### src/counter_array_consts.svh
// constants for the counter array flags and mode block
// assumes the special function register bus is eight bits wide
`ifndef COUNTER_ARRAY_CONSTS_SVH
`define COUNTER_ARRAY_CONSTS_SVH

// register addresses on the special function register bus
`define CA_MODE_ADDR 8'hD9
`define CA_FLAGS_ADDR 8'hD8

// mode register fields
`define CA_MODE_IDLE_BIT 7
`define CA_MODE_WDOG_BIT 6
`define CA_MODE_LOCK_BIT 5
`define CA_MODE_SEL_HI 3
`define CA_MODE_SEL_LO 1
`define CA_MODE_OVF_IE_BIT 0
`define CA_MODE_RESET 8'h40

// control and flags register fields
`define CA_FLAGS_OVF_BIT 7
`define CA_FLAGS_RUN_BIT 6
`define CA_FLAGS_EVT_HI 5
`define CA_FLAGS_RESET 8'h00

// timebase select codes
`define CA_TB_SYS_DIV12 3'h0
`define CA_TB_SYS_DIV4 3'h1
`define CA_TB_TIMER0 3'h2
`define CA_TB_EXT_FALL 3'h3
`define CA_TB_SYS 3'h4
`define CA_TB_EXT_DIV8 3'h5
`define CA_TB_RTC_DIV8 3'h6

// system clock prescaler counts
`define CA_DIV12_COUNT 4'hC
`define CA_DIV4_COUNT 4'h4

`endif

### src/counter_array_pkg.sv
// types shared by the counter array flags and mode block
// assumes nothing beyond the constants header
package counter_array_pkg;
   typedef logic [7:0] sfr_byte_t;
   typedef logic [2:0] timebase_sel_t;
   typedef logic [3:0] prescale_t;
endpackage : counter_array_pkg

### src/counter_array_flags_mode.sv
// event flags, mode register and timebase tick of the counter array
// assumes a single-cycle special function register bus on the system clock;
// event strobes, module interrupt enables and idle come from logic on this clock
`timescale 1ns/1ps
`include "counter_array_consts.svh"

// What this block does
// any set module flag with its interrupt enabled raises the shared request
// module flags clear only when software writes them to zero
// mode register bit 7 at address D9 holds the idle suspend setting
// idle suspend clear: counter keeps counting during processor idle
// watchdog use enable set turns module 5 into the watchdog
// idle suspend set: counting stops during idle, resumes afterwards
// a match or capture strobe from a module sets its flag
// mode bits 3 to 1 select the counter timebase source
module counter_array_flags_mode
#(
   parameter int NUM_MODULES = 6
)
(
   input wire logic clock,
   input wire logic srst,
   input wire logic [7:0] sfr_addr,
   input wire logic [7:0] sfr_wdata,
   input wire logic sfr_wr,
   input wire logic sfr_rd,
   output counter_array_pkg::sfr_byte_t sfr_rdata,
   input wire logic [NUM_MODULES-1:0] module_event,
   input wire logic [NUM_MODULES-1:0] module_irq_enable,
   input wire logic counter_overflow,
   input wire logic cpu_idle,
   input wire logic timer0_overflow,
   input wire logic external_count_input,
   input wire logic ext_div8_tick,
   input wire logic rtc_div8_tick,
   output logic count_tick_reg,
   output logic counter_enable_reg,
   output logic watchdog_mode_reg,
   output logic irq_request_reg,
   output logic [NUM_MODULES-1:0] module_flags_reg,
   output logic counter_overflow_flag_reg
);
   // the flags register has room for exactly six module flags
   generate
      if (NUM_MODULES != 6)
      begin : g_bad_count
         $error("counter_array_flags_mode serves exactly six modules");
      end
   endgenerate

   // reset images, so that single fields can be picked out of them
   localparam counter_array_pkg::sfr_byte_t MODE_RESET_VALUE = `CA_MODE_RESET;
   localparam counter_array_pkg::sfr_byte_t FLAGS_RESET_VALUE = `CA_FLAGS_RESET;

   // address decode
   wire logic hit_mode = (sfr_addr == `CA_MODE_ADDR);
   wire logic hit_flags = (sfr_addr == `CA_FLAGS_ADDR);
   wire logic wr_mode = sfr_wr && hit_mode;
   wire logic wr_flags = sfr_wr && hit_flags;

   // mode register state, plus the run bit of the flags register
   logic idle_suspend_select_reg;
   logic watchdog_use_enable_reg;
   logic watchdog_lock_reg;
   counter_array_pkg::timebase_sel_t timebase_select_reg;
   logic overflow_irq_enable_reg;
   logic counter_run_reg;

   // once locked, the watchdog enable holds until the next reset
   wire logic wdog_write_ok = wr_mode && !watchdog_lock_reg;

   always_ff @(posedge clock)
   begin
      if (srst)
      begin
         idle_suspend_select_reg <= MODE_RESET_VALUE[`CA_MODE_IDLE_BIT];
         watchdog_use_enable_reg <= MODE_RESET_VALUE[`CA_MODE_WDOG_BIT];
         watchdog_lock_reg <= MODE_RESET_VALUE[`CA_MODE_LOCK_BIT];
         timebase_select_reg <= MODE_RESET_VALUE[`CA_MODE_SEL_HI:`CA_MODE_SEL_LO];
         overflow_irq_enable_reg <= MODE_RESET_VALUE[`CA_MODE_OVF_IE_BIT];
         counter_run_reg <= FLAGS_RESET_VALUE[`CA_FLAGS_RUN_BIT];
      end
      else
      begin
         if (wr_mode)
         begin
            // idle setting store
            idle_suspend_select_reg <= sfr_wdata[`CA_MODE_IDLE_BIT];
            // timebase select store
            timebase_select_reg <= sfr_wdata[`CA_MODE_SEL_HI:`CA_MODE_SEL_LO];
            overflow_irq_enable_reg <= sfr_wdata[`CA_MODE_OVF_IE_BIT];
            // lock can only be set by software
            if (sfr_wdata[`CA_MODE_LOCK_BIT])
               watchdog_lock_reg <= 1'b1;
         end
         if (wdog_write_ok)
            watchdog_use_enable_reg <= sfr_wdata[`CA_MODE_WDOG_BIT];
         if (wr_flags)
            counter_run_reg <= sfr_wdata[`CA_FLAGS_RUN_BIT];
      end
   end

   // sticky flags: index NUM_MODULES is the overflow flag
   wire logic [NUM_MODULES:0] flag_set = {counter_overflow, module_event};
   wire logic [NUM_MODULES:0] flag_wval = {sfr_wdata[`CA_FLAGS_OVF_BIT],
                                           sfr_wdata[`CA_FLAGS_EVT_HI:0]};
   logic [NUM_MODULES:0] flag_q;

   genvar gi;
   generate
      for (gi = 0; gi <= NUM_MODULES; gi++)
      begin : g_flag
         // event sets flag
         // software-only clear
         event_flag_cell u_cell
         (
            .clock(clock),
            .srst(srst),
            .set_pulse(flag_set[gi]),
            .write_en(wr_flags),
            .write_val(flag_wval[gi]),
            .flag_reg(flag_q[gi])
         );
      end
   endgenerate

   // shared interrupt request
   wire logic irq_next = (|(flag_q[NUM_MODULES-1:0] & module_irq_enable))
                         || (flag_q[NUM_MODULES] && overflow_irq_enable_reg);

   // counting continues in idle when clear
   // suspend during idle when set
   wire logic enable_next = counter_run_reg && !(cpu_idle && idle_suspend_select_reg);

   // external count pin: two-stage synchroniser, then a third stage for the edge
   logic eci_meta_reg;
   logic eci_sync_reg;
   logic eci_prev_reg;
   wire logic eci_fall = eci_prev_reg && !eci_sync_reg;

   // system clock prescaler shared by the divide-by-12 and divide-by-4 sources
   counter_array_pkg::prescale_t prescale_reg;
   // prescale period for the selected system clock source
   function automatic counter_array_pkg::prescale_t prescale_period
   (
      input counter_array_pkg::timebase_sel_t sel
   );
      if (sel == `CA_TB_SYS_DIV4)
         return `CA_DIV4_COUNT;
      return `CA_DIV12_COUNT;
   endfunction : prescale_period

   wire counter_array_pkg::prescale_t prescale_limit = prescale_period(timebase_select_reg);
   // the period shrinks when software picks the faster source; wrapping on >= avoids
   // a long gap while the prescaler would otherwise run up through all sixteen states
   wire logic prescale_wrap = (prescale_reg >= prescale_limit - 4'h1);
   wire counter_array_pkg::prescale_t prescale_next =
      prescale_wrap ? 4'h0 : prescale_reg + 4'h1;

   // timebase source mux, reserved code gives no ticks
   wire logic timebase_pulse =
      (timebase_select_reg == `CA_TB_SYS_DIV12) ? prescale_wrap :
      (timebase_select_reg == `CA_TB_SYS_DIV4) ? prescale_wrap :
      (timebase_select_reg == `CA_TB_TIMER0) ? timer0_overflow :
      (timebase_select_reg == `CA_TB_EXT_FALL) ? eci_fall :
      (timebase_select_reg == `CA_TB_SYS) ? 1'b1 :
      (timebase_select_reg == `CA_TB_EXT_DIV8) ? ext_div8_tick :
      (timebase_select_reg == `CA_TB_RTC_DIV8) ? rtc_div8_tick : 1'b0;

   // read mux; unused bit 4 and unmapped addresses read as zero
   wire counter_array_pkg::sfr_byte_t mode_view = {idle_suspend_select_reg,
      watchdog_use_enable_reg, watchdog_lock_reg, 1'b0, timebase_select_reg,
      overflow_irq_enable_reg};
   wire counter_array_pkg::sfr_byte_t flags_view = {flag_q[NUM_MODULES], counter_run_reg,
      flag_q[NUM_MODULES-1:0]};
   wire counter_array_pkg::sfr_byte_t read_next =
      !sfr_rd ? 8'h00 :
      hit_mode ? mode_view :
      hit_flags ? flags_view : 8'h00;

   always_ff @(posedge clock)
   begin
      if (srst)
      begin
         eci_meta_reg <= 1'b1;
         eci_sync_reg <= 1'b1;
         eci_prev_reg <= 1'b1;
         prescale_reg <= 4'h0;
      end
      else
      begin
         eci_meta_reg <= external_count_input;
         eci_sync_reg <= eci_meta_reg;
         eci_prev_reg <= eci_sync_reg;
         // prescaler frozen with the counter so idle suspend holds its phase
         if (enable_next)
            prescale_reg <= prescale_next;
      end
   end

   always_ff @(posedge clock)
   begin
      if (srst)
      begin
         count_tick_reg <= 1'b0;
         counter_enable_reg <= 1'b0;
         watchdog_mode_reg <= 1'b0;
         irq_request_reg <= 1'b0;
         module_flags_reg <= '0;
         counter_overflow_flag_reg <= 1'b0;
         sfr_rdata <= 8'h00;
      end
      else
      begin
         count_tick_reg <= timebase_pulse && enable_next;
         counter_enable_reg <= enable_next;
         // module 5 as watchdog
         watchdog_mode_reg <= watchdog_use_enable_reg;
         irq_request_reg <= irq_next;
         module_flags_reg <= flag_q[NUM_MODULES-1:0];
         counter_overflow_flag_reg <= flag_q[NUM_MODULES];
         sfr_rdata <= read_next;
      end
   end
endmodule : counter_array_flags_mode

### src/event_flag_cell.sv
// one sticky event flag with a software write port
// assumes set and write strobes are on the same clock
`timescale 1ns/1ps
module event_flag_cell
(
   input wire logic clock,
   input wire logic srst,
   input wire logic set_pulse,
   input wire logic write_en,
   input wire logic write_val,
   output logic flag_reg
);
   // a hardware set wins over a software clear in the same cycle
   always_ff @(posedge clock)
   begin
      if (srst)
         flag_reg <= 1'b0;
      else if (set_pulse)
         flag_reg <= 1'b1;
      else if (write_en)
         flag_reg <= write_val;
   end
endmodule : event_flag_cell

### config.mk
export PLATFORM = sky130hd
export DESIGN_NAME = counter_array_flags_mode
export DESIGN_NICKNAME = d
export VERILOG_FILES = /design/src/counter_array_pkg.sv /design/src/counter_array_flags_mode.sv /design/src/event_flag_cell.sv
export VERILOG_INCLUDE_DIRS = /design/src
export SDC_FILE = /design/constraint.sdc
export NUM_CORES = 1
export LEC_CHECK = 0
export ABC_AREA = 1
export BUFFER_PORTS_ARGS = -buffer_cell sky130_fd_sc_hd__buf_2
export CAP_MARGIN = 20
export CORE_UTILIZATION = 44
export DETAILED_ROUTE_END_ITERATION = 8
export PLACE_DENSITY_LB_ADDON = 0.25
export SYNTH_ARGS = -nofsm -noshare
export SYNTH_HDL_FRONTEND = slang
export SYNTH_SLANG_ARGS = --single-unit
### constraint.sdc
create_clock -name clock -period 1.42 [get_ports clock]
set_input_delay 0.355 -clock clock [delete_from_list [all_inputs] [get_ports clock]]
set_output_delay 0.355 -clock clock [all_outputs]
set_load 0.01 [all_outputs]
==> results of run 1 <==
-- worst max-delay path by stage --
stage	depth (start not counted)	from	end
2_1_floorplan	7	timebase_select_reg[0]$_SDFFE_PP0P_	prescale_reg[3]$_SDFFE_PP0P_
3_3_place_gp	7	timebase_select_reg[0]$_SDFFE_PP0P_	prescale_reg[3]$_SDFFE_PP0P_
3_5_place_dp	7	timebase_select_reg[0]$_SDFFE_PP0P_	prescale_reg[0]$_SDFFE_PP0P_
4_1_cts	7	timebase_select_reg[0]$_SDFFE_PP0P_	prescale_reg[0]$_SDFFE_PP0P_
5_1_grt	7	timebase_select_reg[0]$_SDFFE_PP0P_	prescale_reg[2]$_SDFFE_PP0P_
6_report	6	timebase_select_reg[2]$_SDFFE_PP0P_	prescale_reg[1]$_SDFFE_PP0P_
-- layout make-up --
cell class / count / area [sq um] / area share, %
Inverter: 29 / 108.9 / 4.918
Timing Repair Buffer: 65 / 347.8 / 15.72
Sequential cell: 41 / 823.3 / 37.20
Tap cell: 48 / 60.06 / 2.713
Multi-Input combinational cell: 148 / 787.0 / 35.56
Clock buffer: 7 / 86.33 / 3.901
-- power by group --
| group | leakage (nW) | switching (mW) | internal (mW) |
|---|---|---|---|
| Clock | 0.0443 | 0.363 | 0.385 |
| Sequential | 0.336 | 0.0189 | 1.18 |
| Combinational | 0.748 | 0.105 | 0.0939 |
| Total | 1.13 | 0.487 | 1.66 |
-- routing by layer --
layer	routed length [um]	share of wire [%]
met1	1634	45
met2	1679	46
met3	237	6.5
met4	75	2.1
met5	0	0
-- cells by family (layout without fill, tap and decap cells) --
logic type               Yosys count  after routing  synth area share, %
AND/OR/NAND/NOR                  116            116                32.34
XOR/XNOR                           2              2                1.015
flip-flops                        41             41                47.57
AO/OA/AOI/OAI                     28             28                8.993
adder cells (fa/ha/maj)            2              2                1.450
buffers and inverters             34            101                8.629
-- cell usage after synthesis --
cell and instances:
a21boi_0 1, a21oi_1 18, a21oi_2 1, and2_1 1, buf_1 1, buf_2 2
buf_6 1, buf_8 1, dfxtp_1 41, ha_1 2, inv_1 27, inv_2 2
nand2_1 49, nand2_2 2, nand2_4 2, nand3_1 19, nand3_4 1, nand3b_1 1
nand4_1 1, nor2_1 26, nor2_4 2, nor2_8 1, nor3_1 2, o211ai_1 1
o21ai_0 6, o21bai_2 1, or2_2 9, xnor2_1 1, xor2_1 1
-- timing repair --
action / 4_1_cts / 5_1_grt
endpoints found under the setup margin: 3 / 5
resized for setup: 2 / 9
setup buffers: 0 / 0
pin swaps: 0 / 5
-- critical path: stages (launching register included) --
cell and delay [ns]:
dfxtp_2 0.33, nor3_2 0.17, ha_1 0.27, a21oi_2 0.16, and2_4 0.18, nand3_2 0.06, a21oi_1 0.12
-- stage by stage --
stage / setup WS, ns / setup TNS, ns / instance area (sq um) / hold WS, ns
floorplan: 0.02425 / 0 / 1725 / 0.3895
global placement: 0.01252 / 0 / 2093 / 0.3942
detailed placement: -0.04512 / -0.06154 / 2093 / 0.3984
CTS: 0.01323 / 0 / 2183 / 0.2374
global route: -0.01601 / -0.04277 / 2213 / 0.2306
finish: 0.08320 / 0 / 2213 / 0.2413
==> out/metrics.csv, run 1 <==
stage,metric,value,unit
placed_design,dpl hpwl,2697,um
synth,sequential-to-total area share from yosys stat,47.57,%
clock_network,clk root buf,clkbuf_8,
floorplan,Initial Util,46.43,%
synth,Post-Syn Area,1725,sq um
worst_hold_path,worst min-delay path category,in -> reg,
clock_network,H-Tree Depth,2,
layout,"commonest non-fill, non-tap cell in the layout",buf_2,
worst_hold_path,Hold Path Origin,external_count_input,
worst_hold_path,WHS Endpoint,eci_meta_reg$_SDFF_PP1_,
routing,1st-iter DRT viols,46,
routing,Initial DRT Pass Iterations,4,
floorplan,die width,64.62,um
global_route,met1 usage,23.08,%
timing,Slew @ Worst Pin,0.2786,ns
layout,most frequent cells in the layout,"buf_2 (56), nand2_1 (49), dfxtp_1 (39)",
placed_design,Buffers on Ports,56,
layout,non-filler instance count after layout,338,
floorplan,Die Span Y,64.62,um
timing,Pins Over Slew Limit,0,
routing,total number of vias,1571,
timing,maximum clock frequency,748.1,MHz
worst_hold_path,hold path depth,2,
worst_setup_path,reg2reg setup slack,0.08,ns
worst_setup_path,Crit Path Class,reg -> reg,
worst_setup_path,Critical Path Fanout Max,2,
global_route,largest net degree at the start of global routing,17,
status,status,"complete, no violations",
global_route,first-pass GRT wire length,5885,um
floorplan,Core ar.,3716,sq um
worst_setup_path,R2R Path End,prescale_reg[1]$_SDFFE_PP0P_,
placed_design,GPL Wtd Cong,0.8065,
placed_design,dpl cells,331,
synth,YS warnings,0,
synth,mean post-synth cell area,7.737,sq um
layout,utilization after layout,59.56,%
timing,clk_skew,0.004111,ns
power_and_ir_drop,Leak,1.128,nW
power_and_ir_drop,power per cell area,971.2,nW/um^2
job,max cap viols,0,
synth,synthesized net count,263,
global_route,met3 usage,6.866,%
routing,vias per cell,4.648,
floorplan,die area,4176,sq um
global_route,GRT met2 Usage,29.87,%
clock_network,"Hold-fix buffers, CTS",0,
timing,minimum clock period,1.337,ns
global_route,GRT busiest layer,met2,
clock_network,clock latency on the worst-skew pair,0.29,ns
global_route,initial antenna violation count,0,
layout,Largest register FFs,8,
worst_setup_path,Critical Path RT,1.64,ns
layout,share of layout cells above drive strength 1,34.83,%
worst_setup_path,crit path DAT,1.56,ns
routing,# DRC,0,
synth,Post-Syn Instances,223,
layout,area added between synthesis and finish,28.28,%
power_and_ir_drop,Max VDD drop,0.0005686,V
timing,final setup fails,0,
global_route,vias in the first global route,1380,
worst_setup_path,CP Launch Type,flop,
worst_setup_path,worst r2r path cells,6,
timing,Slew headroom,81.38,%
floorplan,I/O pin cnt,57,
timing,Final period util,94.14,%
clock_network,CTS Sinks,41,
timing,Final Hold Viols,0,
routing,remaining antenna violation count after routing,0,
routing,routed wire length,3627,um
layout,nets,330,
routing,wire length per cell,10.73,um
worst_setup_path,CP Capture Type,flop,
synth,ranking of synthesized cells by area,"dfxtp_1 (48%), nand2_1 (11%), inv_1 (5.9%)",
synth,flop and latch count out of synthesis,41,
synth,number of distinct library cells after synthesis,29,
synth,Yosys top cell by area,dfxtp_1,
clock_network,CTS tree,yes,
global_route,gr ovfl total,0,
floorplan,Rows,22,
clock_network,maximum root-to-sink buffer count,2,
global_route,overall routing resource usage,19.06,%
clock_network,Worst-path clk slew,0.07,ns
clock_network,CTS buffer count,5,
synth,Synth top area share,47.57,%
power_and_ir_drop,Total Power,2.150,mW
worst_setup_path,Critical R2R Launch,timebase_select_reg[2]$_SDFFE_PP0P_,
layout,diode count,0,
layout,filler instances,374,
No activity file was read; power rests on OpenSTA's default activity.
==> inputs of run 2 (changes only) <==
--- a/config.mk
+++ b/config.mk
@@ -9,7 +9,9 @@
 export ABC_AREA = 1
 export BUFFER_PORTS_ARGS = -buffer_cell sky130_fd_sc_hd__buf_2
 export CAP_MARGIN = 20
-export CORE_UTILIZATION = 44
+export CELL_PAD_IN_SITES_DETAIL_PLACEMENT = 0
+export CELL_PAD_IN_SITES_GLOBAL_PLACEMENT = 1
+export CORE_UTILIZATION = 31
 export DETAILED_ROUTE_END_ITERATION = 8
 export PLACE_DENSITY_LB_ADDON = 0.25
 export SYNTH_ARGS = -nofsm -noshare
==> constraint.sdc (replaced) <==
create_clock -name clock -period 1.42 [get_ports clock]
set_input_delay 0.284 -clock clock [delete_from_list [all_inputs] [get_ports clock]]
set_output_delay 0.284 -clock clock [all_outputs]
set_load 0.01 [all_outputs]
==> out/metrics.csv, run 2 (synthesized netlist as in run 1, its figures left out) <==
stage,metric,value,unit,change
status,status,"complete, no violations",,unchanged
routing,total number of vias,1540,,"was 1,571"
timing,clk_skew,0.007759,ns,was 0.004111 ns
timing,Slew headroom,77.96,%,was 81.38%
global_route,first-pass GRT wire length,6492,um,was 5885 um
floorplan,Rows,26,,was 22
clock_network,Setup Buffers After CTS,0,,unchanged
timing,Pins Over Slew Limit,0,,unchanged
timing,Final period util,92.79,%,was 94.14%
global_route,overall routing resource usage,14.27,%,was 19.06%
timing,Final WS setup,0.1023,ns,was 0.08320 ns
layout,Finished Cell Area,2275,sq um,was 2213 sq um
job,max cap viols,0,,unchanged
routing,Initial DRT Pass Iterations,4,,unchanged
placed_design,GPL Wtd Cong,0.7183,,was 0.8065
power_and_ir_drop,power per cell area,1043,nW/um^2,was 971.2 nW/um^2
global_route,vias in the first global route,1417,,"was 1,380"
floorplan,Core ar.,5238,sq um,was 3716 sq um
worst_setup_path,crit path DAT,1.50,ns,was 1.56 ns
floorplan,die area,5868,sq um,was 4176 sq um
clock_network,clk root buf,clkbuf_8,,unchanged
power_and_ir_drop,Leak,1.143,nW,was 1.128 nW
floorplan,die width,76.61,um,was 64.62 um
clock_network,CTS Sinks,41,,unchanged
power_and_ir_drop,Total Power,2.373,mW,was 2.150 mW
worst_hold_path,worst min-delay path category,in -> reg,,unchanged
worst_setup_path,CP Launch Type,flop,,unchanged
worst_setup_path,reg2reg setup slack,0.10,ns,was 0.08 ns
layout,Largest register FFs,8,,unchanged
timing,RSZ-0062 raised after global routing,no,,
routing,vias per cell,4.266,,was 4.648
routing,routed wire length,3927,um,was 3627 um
global_route,gr ovfl total,0,,unchanged
placed_design,Buffers on Ports,56,,unchanged
placed_design,dpl hpwl,3014,um,was 2697 um
worst_setup_path,Crit Path Class,reg -> reg,,unchanged
layout,utilization after layout,43.43,%,was 59.56%
routing,1st-iter DRT viols,52,,was 46
timing,final setup fails,0,,unchanged
clock_network,H-Tree Depth,2,,unchanged
floorplan,I/O pin cnt,57,,unchanged
worst_setup_path,Critical Path Fanout Max,3,,was 2
global_route,initial antenna violation count,0,,unchanged
layout,area added between synthesis and finish,31.83,%,was 28.28%
routing,remaining antenna violation count after routing,0,,unchanged
timing,minimum clock period,1.318,ns,was 1.337 ns
timing,maximum clock frequency,758.9,MHz,was 748.1 MHz
routing,wire length per cell,10.88,um,was 10.73 um
layout,diode count,0,,unchanged
routing,# DRC,0,,unchanged
floorplan,Initial Util,32.94,%,was 46.43%
power_and_ir_drop,Max VDD drop,0.0003857,V,was 0.0005686 V
layout,most frequent cells in the layout,"buf_2 (56), nand2_1 (49), dfxtp_1 (39)",,unchanged
timing,WHS,0.1788,ns,was 0.2413 ns
clock_network,Worst-path clk slew,0.08,ns,was 0.07 ns
clock_network,CTS buffer count,5,,unchanged
worst_setup_path,CP Capture Type,flop,,unchanged
clock_network,maximum root-to-sink buffer count,2,,unchanged
clock_network,clock latency on the worst-skew pair,0.29,ns,about the same
timing,Slew @ Worst Pin,0.3298,ns,was 0.2786 ns
placed_design,post-place setup slack,-0.06837,ns,was -0.04512 ns
layout,share of layout cells above drive strength 1,35.40,%,was 34.83%
global_route,largest net degree at the start of global routing,21,,was 17
timing,Final Hold Viols,0,,unchanged
clock_network,CTS tree,yes,,unchanged
floorplan,Die Span Y,76.61,um,was 64.62 um
placed_design,Placed Instance Area,2121,sq um,was 2093 sq um
clock_network,"Hold-fix buffers, CTS",0,,unchanged
layout,"commonest non-fill, non-tap cell in the layout",buf_2,,unchanged
worst_setup_path,Critical Path RT,1.60,ns,was 1.64 ns
layout,nets,330,,unchanged
## run 2: timing repair
action                     CTS  global route
setup endpoints to repair    3             5
pin swaps                    0             2
cloned                       0             0
resized for setup            2             9
## run 2: worst max-delay path, stage by stage (launching register included)
cell	delay [ns]
dfxtp_2	0.33
inv_2	0.05
nor3_2	0.03
ha_1	0.30
nand3b_1	0.10
and2_4	0.18
o21ai_4	0.15
nor2_1	0.07
## run 2: cell type report
type | count | area [sq um]
sequential | 41 | 823.3
tap | 70 | 87.58
clock buffer | 6 | 82.58
multi-input combinational | 148 | 787.0
inverter | 29 | 108.9
fill | 558 | 2963
clock inverter | 2 | 37.54
timing repair buffer | 65 | 347.8
## run 2: path summary, 6_finish.rpt
| check | from | end | cells past startpoint |
|---|---|---|---|
| worst min register to register | eci_meta_reg$_SDFF_PP1_ | eci_sync_reg$_SDFF_PP1_ | 1 |
| worst min-delay path | external_count_input | eci_meta_reg$_SDFF_PP1_ | 2 |
| worst max-delay path | timebase_select_reg[0]$_SDFFE_PP0P_ | prescale_reg[3]$_SDFFE_PP0P_ | 7 |
| worst max register to register | timebase_select_reg[0]$_SDFFE_PP0P_ | prescale_reg[3]$_SDFFE_PP0P_ | 7 |
## run 2: power by group
group	leakage (nW)	switching, mW	internal (mW)	total [mW]
clock network	0.0574	0.400	0.572	0.971
registers	0.336	0.0183	1.18	1.20
logic	0.749	0.107	0.0930	0.200
## run 2: routing by layer
metal	wire length, um	share of wire, %	global-route usage (%)	vias to the layer above
met5	0	0	0	-
met4	58	1.5	6.346	0
met3	126	3.2	2.635	5
met2	1893	48	24.14	32
met1	1849	47	17.52	672
li1	-	-	-	831
## run 2: stage by stage
step	TNS, ns	cells
floorplan	0	223
global placement	-0.04625	353
detailed placement	-0.1501	353
CTS	0	361
global route	0	361
finish	0	361
